==> src/rtl/opss_defines.svh <==
`ifndef OPSS_DEFINES_SVH
`define OPSS_DEFINES_SVH
// ==========================================================
// Target address and register map.
`define OPSS_I2C_ADDR 7'h40
`define OPSS_REG_ERROR 8'h01
`define OPSS_REG_RESET 8'h02
`define OPSS_REG_CTRL 8'h03
`define OPSS_REG_CUST_BASE 8'h1c
`define OPSS_REG_CUST_LAST 8'h1f
`define OPSS_REG_RTF 8'hf1
// ==========================================================
// Command values and field positions.
`define OPSS_RTF_KEY 8'h53
`define OPSS_CTRL_LOCK 8'h00
`define OPSS_CTRL_UNLOCK 8'h01
`define OPSS_CTRL_LOAD 8'h04
`define OPSS_CTRL_BURN 8'h08
`define OPSS_CTRL_GUARDED_FUSE_RELOAD 8'h44
`define OPSS_CTRL_UNLOCK_BIT 0
`define OPSS_CTRL_BURN_BIT 3
`define OPSS_CTRL_GUARDED_FUSE_RELOAD_BIT 6
`define OPSS_ERR_SIG_BIT 2
`define OPSS_RST_DSP_BIT 6
`define OPSS_SIG_DIS_BYTE 1
`define OPSS_SIG_DIS_BIT 7
`define OPSS_AMP_LOW_DIS_BYTE 1
`define OPSS_AMP_LOW_DIS_BIT 6
`define OPSS_AMP_HIGH_DIS_BYTE 0
`define OPSS_AMP_HIGH_DIS_BIT 7
`define OPSS_MISR_POLY 8'h1d
`define OPSS_EDGES_SDA 2'h2
`define OPSS_EDGES_SCL 5'h10
// ==========================================================
// Timing.
`define OPSS_MCLK_MHZ 125
`define OPSS_OV_DET_US 50
`define OPSS_WAIT_MS 1
`define OPSS_WIN_MS 1
`define OPSS_BURN_US 10
`define OPSS_PWM_HZ 500
`define OPSS_PWM_STEPS 100
// ==========================================================
// Safe-state duty in percent high.
`define OPSS_DUTY_OSC 7'h00
`define OPSS_DUTY_COIL 7'h14
`define OPSS_DUTY_VCC_UV 7'h28
`define OPSS_DUTY_LDO_UV 7'h3c
`define OPSS_DUTY_SIG 7'h46
`define OPSS_DUTY_AMP_LOW 7'h50
`define OPSS_DUTY_AMP_HIGH 7'h5a
`endif

==> src/rtl/opss_pkg.sv <==
package opss_pkg;
   typedef struct packed {
      logic osc_fail;
      logic coil_open;
      logic vcc_ov;
      logic vcc_uv;
      logic ldo_ov;
      logic ldo_uv;
      logic out_short;
      logic rev_pol;
      logic amp_low;
      logic amp_high;
   } opss_fault_t;
   typedef struct packed {
      logic sin_p_out;
      logic sin_p_oe;
      logic sin_n_oe;
      logic cos_p_oe;
      logic cos_n_oe;
      logic analog_en;
   } opss_pins_t;
   typedef enum logic [2:0] {M_FUNC, M_OVDET, M_WAIT, M_WIN, M_I2C} opss_mode_t;
   typedef enum logic [2:0] {I_IDLE, I_ADDR, I_AACK, I_WR, I_WACK, I_RD, I_RACK} opss_i2c_t;
   typedef enum logic [1:0] {O_LOAD, O_IDLE, O_BURN, O_BWAIT} opss_otp_t;
   typedef struct packed {
      opss_mode_t mode;
      logic [17:0] tmr;
      logic [1:0] sda_cnt;
      logic [4:0] scl_cnt;
      opss_fault_t f1;
      opss_fault_t f2;
      logic [2:0] sda_s;
      logic [2:0] scl_s;
      opss_i2c_t ist;
      logic [3:0] bcnt;
      logic [7:0] sh;
      logic [7:0] tx;
      logic [7:0] ptr;
      logic rw;
      logic first;
      logic nack;
      logic sda_drv;
      logic rtf;
      opss_otp_t ost;
      logic [2:0] idx;
      logic [10:0] bcyc;
      logic unlock;
      logic burning;
      logic guarded_fuse_reload;
      logic [3:0][7:0] cust;
      logic sig_err;
      logic sig_safe;
      logic [11:0] pdiv;
      logic [6:0] pct;
      opss_pins_t pins;
      logic safe;
      logic i2c;
   } opss_state_t;
   typedef struct packed {
      logic [3:0][7:0] fuse;
      logic [7:0] rdata;
   } opss_mem_t;
endpackage

==> src/rtl/opss_fuse_mem.sv <==
`timescale 1ns/1ns
module opss_fuse_mem
   import opss_pkg::*;
(
   input wire logic mclk,
   input wire logic resetn,
   input wire logic wr_en,
   input wire logic [1:0] addr,
   input wire logic [7:0] wdata,
   output logic [7:0] rdata_r
);
   opss_mem_t s_r;
   opss_mem_t s_nxt;

   // ==========================================================
   // Fuse array.
   // Burning only sets bits, as a fuse cannot be unblown. The array is
   // held in flops cleared by reset, so unlike real fuses it does not
   // survive a power cycle.
   always_comb begin
      s_nxt = s_r;
      if (wr_en) begin
         s_nxt.fuse[addr] = s_r.fuse[addr] | wdata;
      end
      s_nxt.rdata = s_r.fuse[addr];
   end

   always_ff @(posedge mclk or negedge resetn) begin
      if (!resetn) begin
         s_r <= '0;
      end else begin
         s_r <= s_nxt;
      end
   end

   assign rdata_r = s_r.rdata;
endmodule

==> src/rtl/opss_top.sv <==
`timescale 1ns/1ns
`include "opss_defines.svh"
// Behaviour
// - Power-up enters functional mode, analog outputs active.
// - Configuration mode answers I2C address 40h.
// - Overvoltage detect, 1 ms wait, 1 ms window.
// - Window needs 2 data and 16 clock edges.
// - Writing 53h at f1h returns to function.
// - After return, only new unlock reopens I2C.
// - Signature error latched until DSP reset write.
// - Burning refused until control unlocked with 01h.
// - Writing 08h burns; burn bit clears itself.
// - Control reads 09h burning, 01h done.
// - Writing 04h loads fuses into shadow bytes.
// - Writing 44h does guarded reload plus load.
// - Faults recover except signature, held until reset.
// - Per-fault PWM duty on sine-positive pin.
// - Safe-state PWM runs at 500 Hz.
// - Listed faults or signalling disabled give high-Z.
// - Amplitude safe states disabled by configuration bits.
module opss_top
   import opss_pkg::*;
#(
   parameter int OV_DET_CYC = `OPSS_OV_DET_US * `OPSS_MCLK_MHZ,
   parameter int WAIT_CYC = `OPSS_WAIT_MS * 1000 * `OPSS_MCLK_MHZ,
   parameter int WIN_CYC = `OPSS_WIN_MS * 1000 * `OPSS_MCLK_MHZ
) (
   input wire logic mclk,
   input wire logic resetn,
   input wire opss_fault_t fault_in,
   input wire logic sin_p_in,
   input wire logic cos_p_in,
   output opss_pins_t pins_r,
   output logic i2c_mode_r,
   output logic safe_state_r
);
   localparam int PWM_STEP_CYC =
      `OPSS_MCLK_MHZ * 1000000 / (`OPSS_PWM_HZ * `OPSS_PWM_STEPS);
   localparam int BURN_CYC = `OPSS_BURN_US * `OPSS_MCLK_MHZ;

   opss_state_t s_r;
   opss_state_t s_nxt;
   logic fw_en;
   logic [1:0] fw_addr;
   logic [7:0] fw_data;
   logic [7:0] frd;

   // ==========================================================
   // Helpers.
   function automatic logic [7:0] misr_step(input logic [7:0] acc, input logic [7:0] b);
      logic [7:0] x;
      x = {acc[6:0], 1'b0} ^ b;
      misr_step = acc[7] ? (x ^ `OPSS_MISR_POLY) : x;
   endfunction

   function automatic logic [7:0] reg_read(input opss_state_t s, input logic [7:0] a);
      reg_read = 8'h00;
      if (a == `OPSS_REG_ERROR) begin
         reg_read[`OPSS_ERR_SIG_BIT] = s.sig_err;
      end else if (a == `OPSS_REG_CTRL) begin
         reg_read[`OPSS_CTRL_UNLOCK_BIT] = s.unlock;
         reg_read[`OPSS_CTRL_BURN_BIT] = s.burning;
         reg_read[`OPSS_CTRL_GUARDED_FUSE_RELOAD_BIT] = s.guarded_fuse_reload;
      end else if (a >= `OPSS_REG_CUST_BASE && a <= `OPSS_REG_CUST_LAST) begin
         reg_read = s.cust[a[1:0]];
      end
   endfunction

   opss_fuse_mem u_fuse (
      .mclk(mclk),
      .resetn(resetn),
      .wr_en(fw_en),
      .addr(fw_addr),
      .wdata(fw_data),
      .rdata_r(frd)
   );

   // ==========================================================
   // Next-state logic.
   always_comb begin
      logic sda;
      logic scl;
      logic start;
      logic stop;
      logic scl_rise;
      logic scl_fall;
      logic reg_wr;
      logic clr_sig;
      logic set_sig;
      logic hz;
      logic pwm;
      logic [6:0] duty;
      logic [7:0] rd;
      logic [7:0] sig;
      opss_fault_t fl;
      sda = s_r.sda_s[1];
      scl = s_r.scl_s[1];
      start = scl && s_r.scl_s[2] && s_r.sda_s[2] && !sda;
      stop = scl && s_r.scl_s[2] && !s_r.sda_s[2] && sda;
      scl_rise = scl && !s_r.scl_s[2];
      scl_fall = !scl && s_r.scl_s[2];
      reg_wr = 1'b0;
      clr_sig = 1'b0;
      set_sig = 1'b0;
      hz = 1'b0;
      pwm = 1'b0;
      duty = 7'h00;
      rd = reg_read(s_r, s_r.ptr);
      sig = 8'h00;
      fl = s_r.f2;
      s_nxt = s_r;
      fw_en = 1'b0;
      fw_addr = s_r.idx[1:0];
      fw_data = s_r.cust[s_r.idx[1:0]];

      // Pins from outside pass two flops before any logic reads them.
      s_nxt.sda_s = {s_r.sda_s[1:0], sin_p_in};
      s_nxt.scl_s = {s_r.scl_s[1:0], cos_p_in};
      s_nxt.f1 = fault_in;
      s_nxt.f2 = s_r.f1;

      // ==========================================================
      // Mode sequencing and unlock window.
      unique case (s_r.mode)
         M_FUNC: begin
            if (fl.vcc_ov) begin
               s_nxt.mode = M_OVDET;
               s_nxt.tmr = 18'h0_0000;
            end
         end
         M_OVDET: begin
            if (!fl.vcc_ov) begin
               s_nxt.mode = M_FUNC;
            end else if (s_r.tmr == 18'(OV_DET_CYC - 1)) begin
               s_nxt.mode = M_WAIT;
               s_nxt.tmr = 18'h0_0000;
            end else begin
               s_nxt.tmr = s_r.tmr + 18'h0_0001;
            end
         end
         M_WAIT: begin
            if (s_r.tmr == 18'(WAIT_CYC - 1)) begin
               s_nxt.mode = M_WIN;
               s_nxt.tmr = 18'h0_0000;
               s_nxt.sda_cnt = 2'h0;
               s_nxt.scl_cnt = 5'h00;
            end else begin
               s_nxt.tmr = s_r.tmr + 18'h0_0001;
            end
         end
         M_WIN: begin
            // Counters saturate so that surplus edges still fail the check.
            if (sda && !s_r.sda_s[2] && s_r.sda_cnt != 2'h3) begin
               s_nxt.sda_cnt = s_r.sda_cnt + 2'h1;
            end
            if (scl_rise && s_r.scl_cnt != 5'h1f) begin
               s_nxt.scl_cnt = s_r.scl_cnt + 5'h01;
            end
            if (s_r.tmr == 18'(WIN_CYC - 1)) begin
               s_nxt.mode = (s_nxt.sda_cnt == `OPSS_EDGES_SDA &&
                             s_nxt.scl_cnt == `OPSS_EDGES_SCL) ? M_I2C : M_FUNC;
            end else begin
               s_nxt.tmr = s_r.tmr + 18'h0_0001;
            end
         end
         M_I2C: begin
         end
      endcase

      // ==========================================================
      // I2C target.
      if (s_r.mode != M_I2C) begin
         s_nxt.ist = I_IDLE;
         s_nxt.sda_drv = 1'b0;
         s_nxt.rtf = 1'b0;
      end else if (start) begin
         s_nxt.ist = I_ADDR;
         s_nxt.bcnt = 4'h0;
         s_nxt.sda_drv = 1'b0;
      end else if (stop) begin
         s_nxt.ist = I_IDLE;
         s_nxt.sda_drv = 1'b0;
      end else if (scl_rise) begin
         if (s_r.ist == I_ADDR || s_r.ist == I_WR || s_r.ist == I_RD) begin
            s_nxt.sh = {s_r.sh[6:0], sda};
            s_nxt.bcnt = s_r.bcnt + 4'h1;
         end
         if (s_r.ist == I_RACK) begin
            s_nxt.nack = sda;
         end
      end else if (scl_fall) begin
         unique case (s_r.ist)
            I_IDLE: begin
            end
            I_ADDR: begin
               if (s_r.bcnt == 4'h8) begin
                  if (s_r.sh[7:1] == `OPSS_I2C_ADDR) begin
                     s_nxt.sda_drv = 1'b1;
                     s_nxt.rw = s_r.sh[0];
                     s_nxt.ist = I_AACK;
                  end else begin
                     s_nxt.ist = I_IDLE;
                  end
               end
            end
            I_AACK: begin
               s_nxt.bcnt = 4'h0;
               if (s_r.rw) begin
                  s_nxt.tx = rd;
                  s_nxt.sda_drv = !rd[7];
                  s_nxt.ist = I_RD;
               end else begin
                  s_nxt.sda_drv = 1'b0;
                  s_nxt.first = 1'b1;
                  s_nxt.ist = I_WR;
               end
            end
            I_WR: begin
               if (s_r.bcnt == 4'h8) begin
                  s_nxt.sda_drv = 1'b1;
                  s_nxt.ist = I_WACK;
                  s_nxt.first = 1'b0;
                  if (s_r.first) begin
                     s_nxt.ptr = s_r.sh;
                  end else begin
                     reg_wr = 1'b1;
                     s_nxt.ptr = s_r.ptr + 8'h01;
                  end
               end
            end
            I_WACK: begin
               s_nxt.sda_drv = 1'b0;
               s_nxt.bcnt = 4'h0;
               s_nxt.ist = I_WR;
               // The mode changes only after the acknowledge has been given.
               if (s_r.rtf) begin
                  s_nxt.mode = M_FUNC;
               end
            end
            I_RD: begin
               if (s_r.bcnt == 4'h8) begin
                  s_nxt.sda_drv = 1'b0;
                  s_nxt.ist = I_RACK;
                  s_nxt.ptr = s_r.ptr + 8'h01;
               end else begin
                  s_nxt.tx = {s_r.tx[6:0], 1'b0};
                  s_nxt.sda_drv = !s_r.tx[6];
               end
            end
            I_RACK: begin
               if (s_r.nack) begin
                  s_nxt.ist = I_IDLE;
               end else begin
                  s_nxt.tx = rd;
                  s_nxt.sda_drv = !rd[7];
                  s_nxt.bcnt = 4'h0;
                  s_nxt.ist = I_RD;
               end
            end
         endcase
      end

      // ==========================================================
      // Register writes.
      if (reg_wr) begin
         if (s_r.ptr == `OPSS_REG_RESET) begin
            clr_sig = s_r.sh[`OPSS_RST_DSP_BIT];
         end else if (s_r.ptr == `OPSS_REG_CTRL && s_r.ost == O_IDLE) begin
            if (s_r.sh == `OPSS_CTRL_UNLOCK) begin
               s_nxt.unlock = 1'b1;
            end else if (s_r.sh == `OPSS_CTRL_LOCK) begin
               s_nxt.unlock = 1'b0;
            end else if (s_r.sh == `OPSS_CTRL_BURN && s_r.unlock) begin
               s_nxt.ost = O_BURN;
               s_nxt.idx = 3'h0;
               s_nxt.burning = 1'b1;
            end else if (s_r.sh == `OPSS_CTRL_LOAD || s_r.sh == `OPSS_CTRL_GUARDED_FUSE_RELOAD) begin
               s_nxt.ost = O_LOAD;
               s_nxt.idx = 3'h0;
               s_nxt.guarded_fuse_reload = s_r.sh[`OPSS_CTRL_GUARDED_FUSE_RELOAD_BIT];
            end
         end else if (s_r.ptr == `OPSS_REG_RTF) begin
            s_nxt.rtf = (s_r.sh == `OPSS_RTF_KEY);
         end else if (s_r.ptr >= `OPSS_REG_CUST_BASE && s_r.ptr <= `OPSS_REG_CUST_LAST &&
                      s_r.ost == O_IDLE) begin
            s_nxt.cust[s_r.ptr[1:0]] = s_r.sh;
         end
      end

      // ==========================================================
      // Fuse load and burn sequencer.
      unique case (s_r.ost)
         O_LOAD: begin
            // Read data trail the address by one cycle.
            if (s_r.idx != 3'h0) begin
               s_nxt.cust[2'(s_r.idx - 3'h1)] = frd;
            end
            if (s_r.idx == 3'h4) begin
               s_nxt.ost = O_IDLE;
               s_nxt.guarded_fuse_reload = 1'b0;
            end else begin
               s_nxt.idx = s_r.idx + 3'h1;
            end
         end
         O_IDLE: begin
         end
         O_BURN: begin
            fw_en = 1'b1;
            if (s_r.idx == 3'h3) begin
               s_nxt.ost = O_BWAIT;
               s_nxt.bcyc = 11'h000;
            end else begin
               s_nxt.idx = s_r.idx + 3'h1;
            end
         end
         O_BWAIT: begin
            if (s_r.bcyc == 11'(BURN_CYC - 1)) begin
               s_nxt.ost = O_IDLE;
               s_nxt.burning = 1'b0;
            end else begin
               s_nxt.bcyc = s_r.bcyc + 11'h001;
            end
         end
      endcase

      // ==========================================================
      // Signature self-test.
      for (int i = 0; i < 3; i++) begin
         sig = misr_step(sig, s_r.cust[i]);
      end
      set_sig = (s_r.ost == O_IDLE) && (sig != s_r.cust[3]);
      s_nxt.sig_err = set_sig || (s_r.sig_err && !clr_sig);
      // Once signalled in functional mode only a power-on reset clears it.
      if (s_r.mode == M_FUNC && s_r.sig_err) begin
         s_nxt.sig_safe = 1'b1;
      end

      // ==========================================================
      // Safe-state PWM timebase, 100 steps per period.
      if (s_r.pdiv == 12'(PWM_STEP_CYC - 1)) begin
         s_nxt.pdiv = 12'h000;
         s_nxt.pct = (s_r.pct == 7'(`OPSS_PWM_STEPS - 1)) ? 7'h00 : s_r.pct + 7'h01;
      end else begin
         s_nxt.pdiv = s_r.pdiv + 12'h001;
      end

      // ==========================================================
      // Output pins.
      // Fault inputs are live levels, so each safe state but the signature one ends with its cause.
      hz = fl.vcc_ov || fl.ldo_ov || fl.out_short || fl.rev_pol;
      pwm = 1'b1;
      if (fl.osc_fail) begin
         duty = `OPSS_DUTY_OSC;
      end else if (fl.coil_open) begin
         duty = `OPSS_DUTY_COIL;
      end else if (fl.vcc_uv) begin
         duty = `OPSS_DUTY_VCC_UV;
      end else if (fl.ldo_uv) begin
         duty = `OPSS_DUTY_LDO_UV;
      end else if (s_nxt.sig_safe) begin
         duty = `OPSS_DUTY_SIG;
      end else if (fl.amp_low &&
                   !s_r.cust[`OPSS_AMP_LOW_DIS_BYTE][`OPSS_AMP_LOW_DIS_BIT]) begin
         duty = `OPSS_DUTY_AMP_LOW;
      end else if (fl.amp_high &&
                   !s_r.cust[`OPSS_AMP_HIGH_DIS_BYTE][`OPSS_AMP_HIGH_DIS_BIT]) begin
         duty = `OPSS_DUTY_AMP_HIGH;
      end else begin
         pwm = 1'b0;
      end
      if (pwm && s_r.cust[`OPSS_SIG_DIS_BYTE][`OPSS_SIG_DIS_BIT]) begin
         hz = 1'b1;
      end
      s_nxt.pins = '0;
      s_nxt.safe = 1'b0;
      s_nxt.i2c = (s_nxt.mode == M_I2C);
      if (s_nxt.mode == M_I2C) begin
         s_nxt.pins.sin_p_oe = s_nxt.sda_drv;
      end else if (s_nxt.mode == M_FUNC) begin
         s_nxt.safe = hz || pwm;
         if (hz) begin
            s_nxt.pins = '0;
         end else if (pwm) begin
            s_nxt.pins.sin_p_oe = 1'b1;
            s_nxt.pins.sin_p_out = (s_nxt.pct < duty);
         end else begin
            s_nxt.pins = '1;
            s_nxt.pins.sin_p_out = 1'b0;
         end
      end
   end

   // ==========================================================
   // State register.
   // The fuse sequencer starts in load so shadow bytes follow the fuses.
   always_ff @(posedge mclk or negedge resetn) begin
      if (!resetn) begin
         s_r <= '0;
         s_r.mode <= M_FUNC;
         s_r.ist <= I_IDLE;
         s_r.ost <= O_LOAD;
         s_r.sda_s <= 3'h7;
         s_r.scl_s <= 3'h7;
         s_r.pins <= '1;
         s_r.pins.sin_p_out <= 1'b0;
      end else begin
         s_r <= s_nxt;
      end
   end

   assign pins_r = s_r.pins;
   assign i2c_mode_r = s_r.i2c;
   assign safe_state_r = s_r.safe;
endmodule

==> config.mk <==
export PLATFORM = sky130hd
export DESIGN_NAME = opss_top
export DESIGN_NICKNAME = d
export VERILOG_FILES = /design/src/rtl/opss_pkg.sv /design/src/rtl/opss_fuse_mem.sv /design/src/rtl/opss_top.sv
export VERILOG_INCLUDE_DIRS = /design/src /design/src/rtl
export SDC_FILE = /design/constraint.sdc
export NUM_CORES = 1
export LEC_CHECK = 0
export ABC_AREA = 1
export BUFFER_PORTS_ARGS = -buffer_cell sky130_fd_sc_hd__clkbuf_2
export CAP_MARGIN = 10
export CORE_MARGIN = 3
export CORE_UTILIZATION = 55
export CTS_BUF_LIST = sky130_fd_sc_hd__clkbuf_8
export DETAILED_ROUTE_END_ITERATION = 7
export PLACE_DENSITY = 0.8
export RECOVER_POWER = 25
export SLEW_MARGIN = 0
export SYNTH_ARGS = -nofsm -noshare
export SYNTH_HDL_FRONTEND = slang
export SYNTH_SLANG_ARGS = --single-unit
export TNS_END_PERCENT = 50
==> constraint.sdc <==
create_clock -name mclk -period 6.4 [get_ports mclk]
set_clock_uncertainty 0.2 [all_clocks]
set_input_delay 0.64 -clock mclk [delete_from_list [all_inputs] [get_ports mclk]]
set_output_delay 0.64 -clock mclk [all_outputs]
set_load 0.1 [all_outputs]
# == Word level (Yosys, flattened, before mapping) ==
# Cells that the tools add are included.
# op_classes
mux,174
n_addsub,10
multipliers,0
shifts,0
eq_ne,56
n_reduce_logical,70
n_lt_le_gt_ge,9
n_bitwise,10
n_div,0
# ops
cell,count
$mux 32,4
$mux 8,14
$mux 18,6
$bwmux 32,3
$mux 7,13
$pmux 21 s4,1
$mux 34,2
$mux 3,22
$mux 1,56
$mux 5,11
$bmux 8 s2,3
$demux 8 s2,3
$mux 33,1
$mux 31,1
$mux 2,13
$logic_and 1x1->1,24
$mux 12,2
$ne 2x2->1 const B,12
$pmux 8 s3,1
$reduce_and 8->1,3
$mux 11,2
$pmux 11 s2,1
$mux 21,1
$add 18x1->18 const B,1
other kinds (70),129
# word_totals
memories,0
rom_bits,0
register_bits,210
word_cells,392
latchBits,0
inputBits,14
mem_bits_rw,0

# == Depth between registers and ports, before layout ==
# Gate-level depths: netlist of run 1.
# logic_depth
depth_word,20
depth_mapped,16
mapped_depth_nobuf,16

# == Modules after synthesis ==
# From an unflattened synthesis of run 1, not the netlist that was laid out.
# unflattened
hier_cells,1536
hier_area_um2,11820.1
# modules_own_cells
module,cells_each,area_each_um2,instances
opss_top,1289,9681.8,1
opss_fuse_mem,247,2138.3,1

# == Worst setup path after synthesis of run 1 ==
# Ideal clock, no wire load.
# synth_timing
path_type,register to register
start,register s_r (netlist bit fw_addr[1])
end,register s_r[58] (netlist name)
path_slack_ns,3.915
required_ns,6.083
arrival_time_ns,2.168
setup_time_ns,0.117
path_stages_with_launch,13
n_path_buf,3
cell_sequence,dfrtp_1 -> clkbuf_1 -> inv_1 -> clkbuf_1 -> ha_1 -> inv_1 -> nor2_1 -> inv_1 -> nand3_1 -> clkbuf_1 -> o211ai_1 -> o21ai_1 -> inv_1
# synth_rtl
element,line_no,source
"start, declared",opss_top.sv:41,opss_state_t s_r;
"start signal, assigned",opss_top.sv:407,s_r <= s_nxt;

==> flow_summary.ini, run 1 <==
[power_and_ir_drop]
total_power_mw = 2.66
p_seq_share_pct = 50.0
power.internal_mw = 2.03
power_density_nw_per_um2 = 204
p_sw_share_pct = 23.6
p_sw_mw = 0.629
peakVddDrop_mv = 0.0987
pwr-share-clk_pct = 46.6
power_frac_comb_pct = 3.3
leakagePower_nw = 6.30

[timing]
relSlewSlack_pct = 36.8
hold_viol = 0
period_needed_ps = 3460
rsz0062_at_grt = no
worst_pin_slew_ps = 946
drv_slew = 0
setup_viol = 0
finalCritPeriodShare_pct = 54.1
fmaxAchievable_mhz = 289
setup_tns_ps = 0

[routing]
drtAntennaViolNets = 0
totalWireLength_microns = 28100
drt_iter0_drc = 806
vias_per_cell = 5.51
wire_per_inst_microns = 15.1
first_pass_iters = 6
post-route-drc-count = 0
num_vias = 10200

[logic_synthesis]
yosysSeqAreaShare_pct = 42.9
synthArstFlopShare_pct = 100
synth_cell_types = 55
synth_enable_flop_cells = 0
synth-main-ff-cell = dfrtp_1
netlist_area_sq_um = 12000
netlist_instances = 1535
syn-num-nets = 1577
ys_ff_latch = 206
synth.avg_cell_area_sq_um = 7.84
ys_warn_count = 0

[cells_and_area]
antenna_cells = 0
multi_input_area_sq_um = 5750
fin_nets = 1595
area_growth_pct = 8.41
nFillCells = 1868
drive_gt1_share_pct = 11.6
ff_latch_area_sq_um = 5160

[cts]
cts_tree = built
clockBufferDepth = 3
clock-sinks = 206
cts_root_buf = clkbuf_8
clk_latency_ps = 540
cts_buffers = 37
clk_pin_slew_ps = 70
ctsResizeCount = 0
htreeDepth = 2

[worst_setup_path]
slowest_delay_ps = 710
end_kind = flip-flop
worstPathCellList = clkinv_1, ha_1, inv_1, nor3_4, nor3_4, nand2_1, nand2_1, nand3_1, nand2_1, inv_1
cp_max_fo = 22
reg2reg_slack_ps = 2940
reg2reg_from = s_r[85]
crit_top_cell = nand2_1
crit_type = flip-flop to flip-flop
slowest_stage = dfrtp_1
crit_required_ps = 6630
worstSetupStartpointType = flip-flop
startpoint = s_r[85]
cp.arrival_ps = 3690

[grt]
grt_max_degree = 81
grt_pass1_vias = 9769
grt-ovfl-total = 0
antenna_found_initial = 0
grt_use_total_pct = 23.8
grt_pass1_wl_microns = 47300

[floorplanning]
die_w_microns = 154
core_sq_um = 21300
rows = 53
start_util_pct = 56.5
die_h_microns = 154
io_pins = 22
die_area_sq_um = 23700

[placed_design]
port_buffers = 21
dp_hpwl_microns = 20000
routabilityCongestion = 0.968

[min_path]
holdCritPathClass = input port to flip-flop
hold_start = fault_in[0]

[status]
run_status = finished, final reports clean

[flow_run]
maxCapViolCount = 0
==> sequential cells by signal, summed over array words and instances, names as in the netlist <==
signal / flops
s_r: 145
u_fuse.s_r: 32
s_nxt: 14
u_fuse.rdata_r: 8
pins_r: 3
fw_addr: 2
i2c_mode_r: 1
safe_state_r: 1
==> layout make-up <==
cell class / count / share of cell area (%)
multi-input cells: 1055 / 44.1
repair buffers: 31 / 1.54
well taps: 275 / 2.64
clock buffers: 42 / 4.43
clock inverters: 24 / 1.28
inverters: 222 / 6.42
flip-flops and latches: 206 / 39.6
==> metal layers <==
metal	global-route usage [%]	vias to the layer above	part of all wire (%)
met3	4.02	70	7.2
met1	33.1	4740	45
li1	-	5071	-
met2	37.7	337	45
met5	0	-	0
met4	8.96	0	3.1
==> path summary, 6_finish.rpt <==
check,endpoint,depth (start not counted)
setup / recovery,s_r[35],10
hold / removal,s_nxt[122],1
setup reg to reg,s_r[35],10
hold reg to reg,s_r[125],0
max in group asynchronous,s_r[36],3
min in group asynchronous,s_r[158],2
==> timing repair <==
item / 4_1_cts / 5_1_grt
hold buffers: 6 / 0
endpoints found under the hold margin: 77 / 0
setup buffers: 0 / 0
==> metrics by stage <==
stage	worst slack, ps	cells	hold slack [ps]	util [%]	cell area [sq um]
after floorplan	3920	1535	131	-	12000
final	2940	1855	33.2	61.3	13000
after detailed placement	3060	1783	136	57.5	12200
after global routing	2470	1855	6.95	61.3	13000
after CTS	3030	1855	2.85	61.3	13000
after global placement	3160	1783	133	57.5	12200
==> cell families after synthesis <==
group                      count (synthesis)  share of synthesized area, %
DFF                                      206                          42.9
and+or+nand+nor                          640                          23.9
buffers and inverters                    274                          9.34
muxes                                     35                          3.27
AOI/OAI and AO/OA                        304                          14.2
xor gates and xnor gates                  48                          3.49
adders and majority gates                 28                          2.91
==> cell usage after synthesis (4+ instances only) <==
library cell	instances	area, sq um
a21oi_1	74	370
a31oi_1	5	31.3
buf_2	12	60.1
buf_4	9	67.6
clkbuf_1	27	101
dfrtp_1	198	4950
dfstp_2	8	210
ha_1	28	350
inv_1	204	766
inv_2	14	52.6
mux2_2	34	383
nand2_1	306	1150
nand2_2	12	75.1
nand3_1	95	475
nand3_2	4	40.0
nand3b_1	4	30.0
nand4_1	17	106
nor2_1	133	499
nor2_2	4	25.0
nor3_1	37	185
nor3_2	4	40.0
nor3_4	4	65.1
nor4_1	8	50.1
o211ai_1	23	173
o21ai_0	130	651
o21ai_1	22	110
o21ai_2	10	87.6
o22ai_1	19	119
xnor2_1	25	219
xor2_1	23	201
==> layout by cell type, fill, tap and decap left out, drive strengths merged, types with 25 or more instances in the layout <==
cell type  Yosys  routed
mux2          34      34
o21ai        162     162
ha            28      28
clkbuf        27      63
xnor2         25      25
nand3        100     100
nand2        319     319
nor3          45      45
dfrtp        198     198
a21oi         74      74
nor2         140     140
inv          219     232
==> critical path, delay by kind of cell, from the launching register on <==
| kind | cells | cell delay (ps) |
|---|---|---|
| buffers and inverters | 3 | 790 |
| DFF | 1 | 710 |
| and+or+nand+nor | 6 | 1120 |
| adders and majority gates | 1 | 530 |
==> power groups by stage <==
stage	logic (mW)	clock network, mW	registers, mW
floorplan	0.0413	0	1.35
global placement	0.0851	0	1.35
detailed placement	0.0877	0	1.35
CTS	0.0911	1.27	1.33
global route	0.101	1.34	1.33
finish	0.0880	1.24	1.33
No activity file was read; power rests on OpenSTA's default activity.
==> run 2, diff against run 1 <==
==> constraint.sdc (replaced) <==
create_clock -name mclk -period 3.6 [get_ports mclk]
set_clock_uncertainty 0.2 [all_clocks]
set_input_delay 0.36 -clock mclk [delete_from_list [all_inputs] [get_ports mclk]]
set_output_delay 0.36 -clock mclk [all_outputs]
set_load 0.1 [all_outputs]
==> flow_summary.ini, run 2 (synthesis gave the netlist of run 1 again) <==
[status]
run_status = complete, but fails checks
violations = max-capacitance violations, max-slew violations

[cts]
htreeDepth = 2
postCtsSetupBuffers = 0
clk_latency_ps = 550
clockBufferDepth = 3
clock-sinks = 206
cts_tree = built
cts_root_buf = clkbuf_8
cts_buffers = 37
clk_pin_slew_ps = 60

[routing]
post-route-drc-count = 0
wire_per_inst_microns = 15.5
num_vias = 10400
first_pass_iters = 5
totalWireLength_microns = 28900
vias_per_cell = 5.55
drtAntennaViolNets = 0
drt_iter0_drc = 759

[worst_setup_path]
ff2ff_path_depth = 10
crit_required_ps = 3820
worstSetupStartpointType = flip-flop
cp_max_fo = 22
crit_type = flip-flop to flip-flop
reg2reg_from = s_r[85]
cp.arrival_ps = 3190
r2r-end = s_r[32]
reg2reg_slack_ps = 630
end_kind = flip-flop

[timing]
period_needed_ps = 2970
fmaxAchievable_mhz = 336
finalCritPeriodShare_pct = 82.6
drv_slew = 64
relSlewSlack_pct = -3.78
worst_pin_slew_ps = 1560
setup_viol = 0
hold_viol = 0
setup_tns_ps = 0
rsz0062_at_grt = no

[grt]
grt_pass1_vias = 9853
antenna_found_initial = 0
grt_max_degree = 76
grt-ovfl-total = 0
grt_use_total_pct = 24.4
grt_pass1_wl_microns = 48400

[cells_and_area]
nFillCells = 1880
utilization_pct = 61.7
design_area_sq_um = 13100
antenna_cells = 0
drive_gt1_share_pct = 11.9
area_growth_pct = 9.19
largest_reg_flops = 145
mostFrequentLayoutCells = 306 x nand2_1, 219 x inv_1, 198 x dfrtp_1
fin_nets = 1610
multi_input_area_sq_um = 5750
ff_latch_area_sq_um = 5160
final_common_cell = nand2_1
top_register = s_r

[placed_design]
routabilityCongestion = 0.931
port_buffers = 21
dp_hpwl_microns = 20400
place_area_sq_um = 12300

[power_and_ir_drop]
peakVddDrop_mv = 0.208
power_density_nw_per_um2 = 351
total_power_mw = 4.62
leakagePower_nw = 6.37

[floorplanning]
die_h_microns = 154
die_area_sq_um = 23700
die_w_microns = 154
io_pins = 22
core_sq_um = 21300
start_util_pct = 56.5
rows = 53

[min_path]
hold_depth = 0
holdPathEnd = s_r[122]
hold_start = s_nxt[122]
holdCritPathClass = flip-flop to flip-flop

[flow_run]
maxCapViolCount = 1
run 2: changes by cell type in the layout (fill, tap and decap cells not counted), sizes merged:
cell / delta
buf: +7
clkinv: -5
dlygate4sd3: +7
inv: +4
clkbuf: +3
bufinv: -2
run 2: layout make-up:
class	count	area share [%]
multi-input combinational	1055	43.8
sequential	206	39.3
inverter	222	6.37
clock buffer	44	4.61
tap	275	2.62
timing repair buffer	46	2.57
clock inverter	21	0.733
run 2: critical path, stage by stage (launching register included):
cell and delay, ps:
dfrtp_1 720, clkinv_1 190, ha_1 360, inv_1 180, nor3_4 90, nor3_4 540, nand2_1 260, nand2_1 120
nand3_1 70, nand2_1 80, inv_1 40
run 2: what timing repair did:
| item | CTS | global route |
|---|---|---|
| hold buffers | 13 | 0 |
| gates resized for setup | 0 | 0 |
| hold endpoints to repair | 74 | 0 |
| setup endpoints to repair | 0 | 0 |
run 2: layer usage:
metal | wire, microns | vias up | track usage [%]
li1 | - | 5105 | -
met3 | 2100 | 69 | 4.42
met1 | 12700 | 4849 | 33.8
met2 | 13300 | 343 | 39.1
met5 | 0 | - | 0
met4 | 824 | 0 | 7.78
run 2: per-stage QoR:
step	worst slack [ps]	hold slack [ps]	cells
2_1_floorplan	1120	-136	1535
3_3_place_gp	804	132	1791
3_5_place_dp	735	136	1791
4_1_cts	682	147	1869
5_1_grt	300	162	1869
6_report	625	145	1869
run 2: worst max-delay path by stage:
stage	start	endpoint	slack [ps]	depth (start not counted)
2_1_floorplan	fw_addr[1]	s_r[58]	1120	12
3_3_place_gp	s_r[85]	s_r[29]	800	10
3_5_place_dp	s_r[85]	s_r[30]	740	10
4_1_cts	s_r[85]	s_r[32]	680	10
5_1_grt	s_r[85]	s_r[29]	300	10
6_report	s_r[85]	s_r[32]	630	10
run 2: power breakdown:
group          internal [mW]  switching, mW  leakage (nW)
Sequential              2.35         0.0200          2.77
Combinational         0.0463          0.119          3.18
Clock                   1.11          0.974         0.417
==> run 3, diff against run 2 <==
--- a/config.mk
+++ b/config.mk
@@ -6,7 +6,7 @@
 export SDC_FILE = /design/constraint.sdc
 export NUM_CORES = 1
 export LEC_CHECK = 0
-export ABC_AREA = 1
+export ABC_AREA = 0
 export BUFFER_PORTS_ARGS = -buffer_cell sky130_fd_sc_hd__clkbuf_2
 export CAP_MARGIN = 10
 export CORE_MARGIN = 3
==> constraint.sdc (replaced) <==
create_clock -name mclk -period 2.8 [get_ports mclk]
set_clock_uncertainty 0.2 [all_clocks]
set_input_delay 0.28 -clock mclk [delete_from_list [all_inputs] [get_ports mclk]]
set_output_delay 0.28 -clock mclk [all_outputs]
set_load 0.1 [all_outputs]
==> flow_summary.ini, run 3 <==
[placed_design]
port_buffers = 21
dp_hpwl_microns = 17200
place_worst_setup_slack_ps = -386
routabilityCongestion = 0.902

[logic_synthesis]
yosys-top-cells-area = dfrtp_1 45%, mux4_2 4.9%, nand2_1 3.9%
ys_ff_latch = 206
synth_cell_types = 82
synthArstFlopShare_pct = 100
yosysSeqAreaShare_pct = 47.2
synth_commonest_cells = 198 x dfrtp_1, 113 x nand2_1, 96 x nor2_1
synth.avg_cell_area_sq_um = 10.0
netlist_instances = 1094
synth_enable_flop_cells = 0
synth.most_common_cell = dfrtp_1
synth_top_cell_area_share_pct = 45.3
ys_warn_count = 0
netlist_area_sq_um = 10900
yosys.area.top_type = dfrtp_1
synth-main-ff-cell = dfrtp_1
syn-num-nets = 1136

[routing]
totalWireLength_microns = 25100
drtAntennaViolNets = 0
vias_per_cell = 5.97
post-route-drc-count = 0
num_vias = 8672
wire_per_inst_microns = 17.3
drt_iter0_drc = 519
first_pass_iters = 6

[cells_and_area]
final_common_cell = dfrtp_1
mostFrequentLayoutCells = 198 x dfrtp_1, 109 x nand2_1, 96 x nor2_1
nFillCells = 1476
drive_gt1_share_pct = 16.4
antenna_cells = 0
ff_latch_area_sq_um = 5160
fin_nets = 1206
top_register = s_r
multi_input_area_sq_um = 5460
utilization_pct = 65.4
largest_reg_flops = 145
area_growth_pct = 14.3

[power_and_ir_drop]
power_frac_comb_pct = 2.9
p_sw_mw = 1.41
power_density_nw_per_um2 = 499
p_seq_share_pct = 48.8
peakVddDrop_mv = 0.359
power.internal_mw = 4.83
leakagePower_nw = 5.88
total_power_mw = 6.24
pwr-share-clk_pct = 48.3
p_sw_share_pct = 22.6

[flow_run]
maxCapViolCount = 0

[worst_setup_path]
crit_type = flip-flop to flip-flop
crit_required_ps = 3020
cp.arrival_ps = 3370
end_kind = flip-flop
worstSetupStartpointType = flip-flop
cp_max_fo = 4

[cts]
cts_root_buf = clkbuf_8
clock-sinks = 206
clockBufferDepth = 3
cts_buffers = 38
clk_latency_ps = 540
cts_tree = built
clk_pin_slew_ps = 60
htreeDepth = 2

[floorplanning]
core_sq_um = 19100
rows = 50
start_util_pct = 57.2
die_h_microns = 147
die_area_sq_um = 21600
io_pins = 22
die_w_microns = 147

[timing]
finalCritPeriodShare_pct = 112
worst_pin_slew_ps = 1370
fmaxAchievable_mhz = 318
rsz0062_at_grt = yes
setup_viol = 1
drv_slew = 0
worst_slack_ps = -348
relSlewSlack_pct = 8.45
hold_viol = 0
setup_tns_ps = -348
period_needed_ps = 3150

[status]
violations = negative setup slack
run_status = complete, but fails checks

[grt]
grt-ovfl-total = 0
grt_max_degree = 59
grt_use_total_pct = 23.8
grt_pass1_wl_microns = 42900
grt_pass1_vias = 8741
antenna_found_initial = 0

[min_path]
holdCritPathClass = flip-flop to flip-flop
==> run 3: cell types whose count changed after synthesis, moves of 27 or more <==
cell,before,now
o21ai_0,130,83
mux2i_1,1,38
nand3_1,95,34
nor2_1,133,96
mux2_2,34,7
nand2_1,306,113
inv_1,204,33
==> run 3: worst paths after layout <==
| check | slack (ps) | to | from | depth (start not counted) |
|---|---|---|---|---|
| max reg2reg | -350 | pins_r[5] | s_r[20] | 10 |
| min in group asynchronous | 430 | s_r[86] | resetn | 2 |
| max | -350 | pins_r[5] | s_r[20] | 10 |
| min | 150 | s_r[123] | s_nxt[123] | 0 |
| min reg2reg | 150 | s_r[123] | s_nxt[123] | 0 |
| max in group asynchronous | 350 | u_fuse.s_r[10] | resetn | 3 |
==> run 3: power groups by stage <==
| stage | Clock [mW] | Sequential, mW | Combinational [mW] |
|---|---|---|---|
| after CTS | 3.09 | 3.05 | 0.189 |
| after global placement | 0 | 3.10 | 0.168 |
| after detailed placement | 0 | 3.10 | 0.174 |
| after global routing | 3.22 | 3.05 | 0.204 |
| final | 3.01 | 3.05 | 0.180 |
| after floorplan | 0 | 3.09 | 0.0718 |
==> run 3: worst max-delay path: stages, from the launching register on <==
cell and delay (ps):
dfrtp_1 380, or4b_4 550, nor4_4 240, nand4_1 160, or3_1 350, a21oi_2 170
ha_1 270, a21oi_2 120, nor2b_1 50, or4_4 410, nor4_2 140
==> run 3: layout make-up <==
cell class | instances | area share (%)
flip-flops and latches | 206 | 41.3
inverters | 34 | 1.02
clock buffers | 49 | 5.39
repair buffers | 86 | 5.02
multi-input cells | 798 | 43.6
clock inverters | 19 | 1.09
well taps | 260 | 2.60
==> run 3: layer usage <==
layer	GRT usage [%]	up-vias	routed length, microns
met3	4.10	55	1350
met1	31.6	4260	10700
met4	8.06	0	597
met2	40.0	263	12400
li1	-	4094	-
met5	0	-	0
==> run 3: cells by family after synthesis <==
| kind of cell | synth area share (%) |
|---|---|
| compound gates | 14.3 |
| xor+xnor | 3.92 |
| fa+ha+maj | 3.20 |
| buf+inv | 3.43 |
| flops | 47.2 |
| mux | 9.13 |
| simple gates | 18.8 |
==> run 3: through the flow <==
step	instance area (sq um)	hold slack, ps	std cells
floorplan	11000	-216	1094
global placement	11600	76.0	1371
detailed placement	11600	77.3	1371
CTS	12500	75.1	1452
global route	12500	155	1452
finish	12500	150	1452
==> run 3: what timing repair did <==
item / CTS / global route
hold buffers: 13 / 0
gates resized for setup: 2 / 9
hold endpoints to repair: 185 / 0
buffers inserted: 0 / 0
endpoints found under the setup margin: 1 / 29
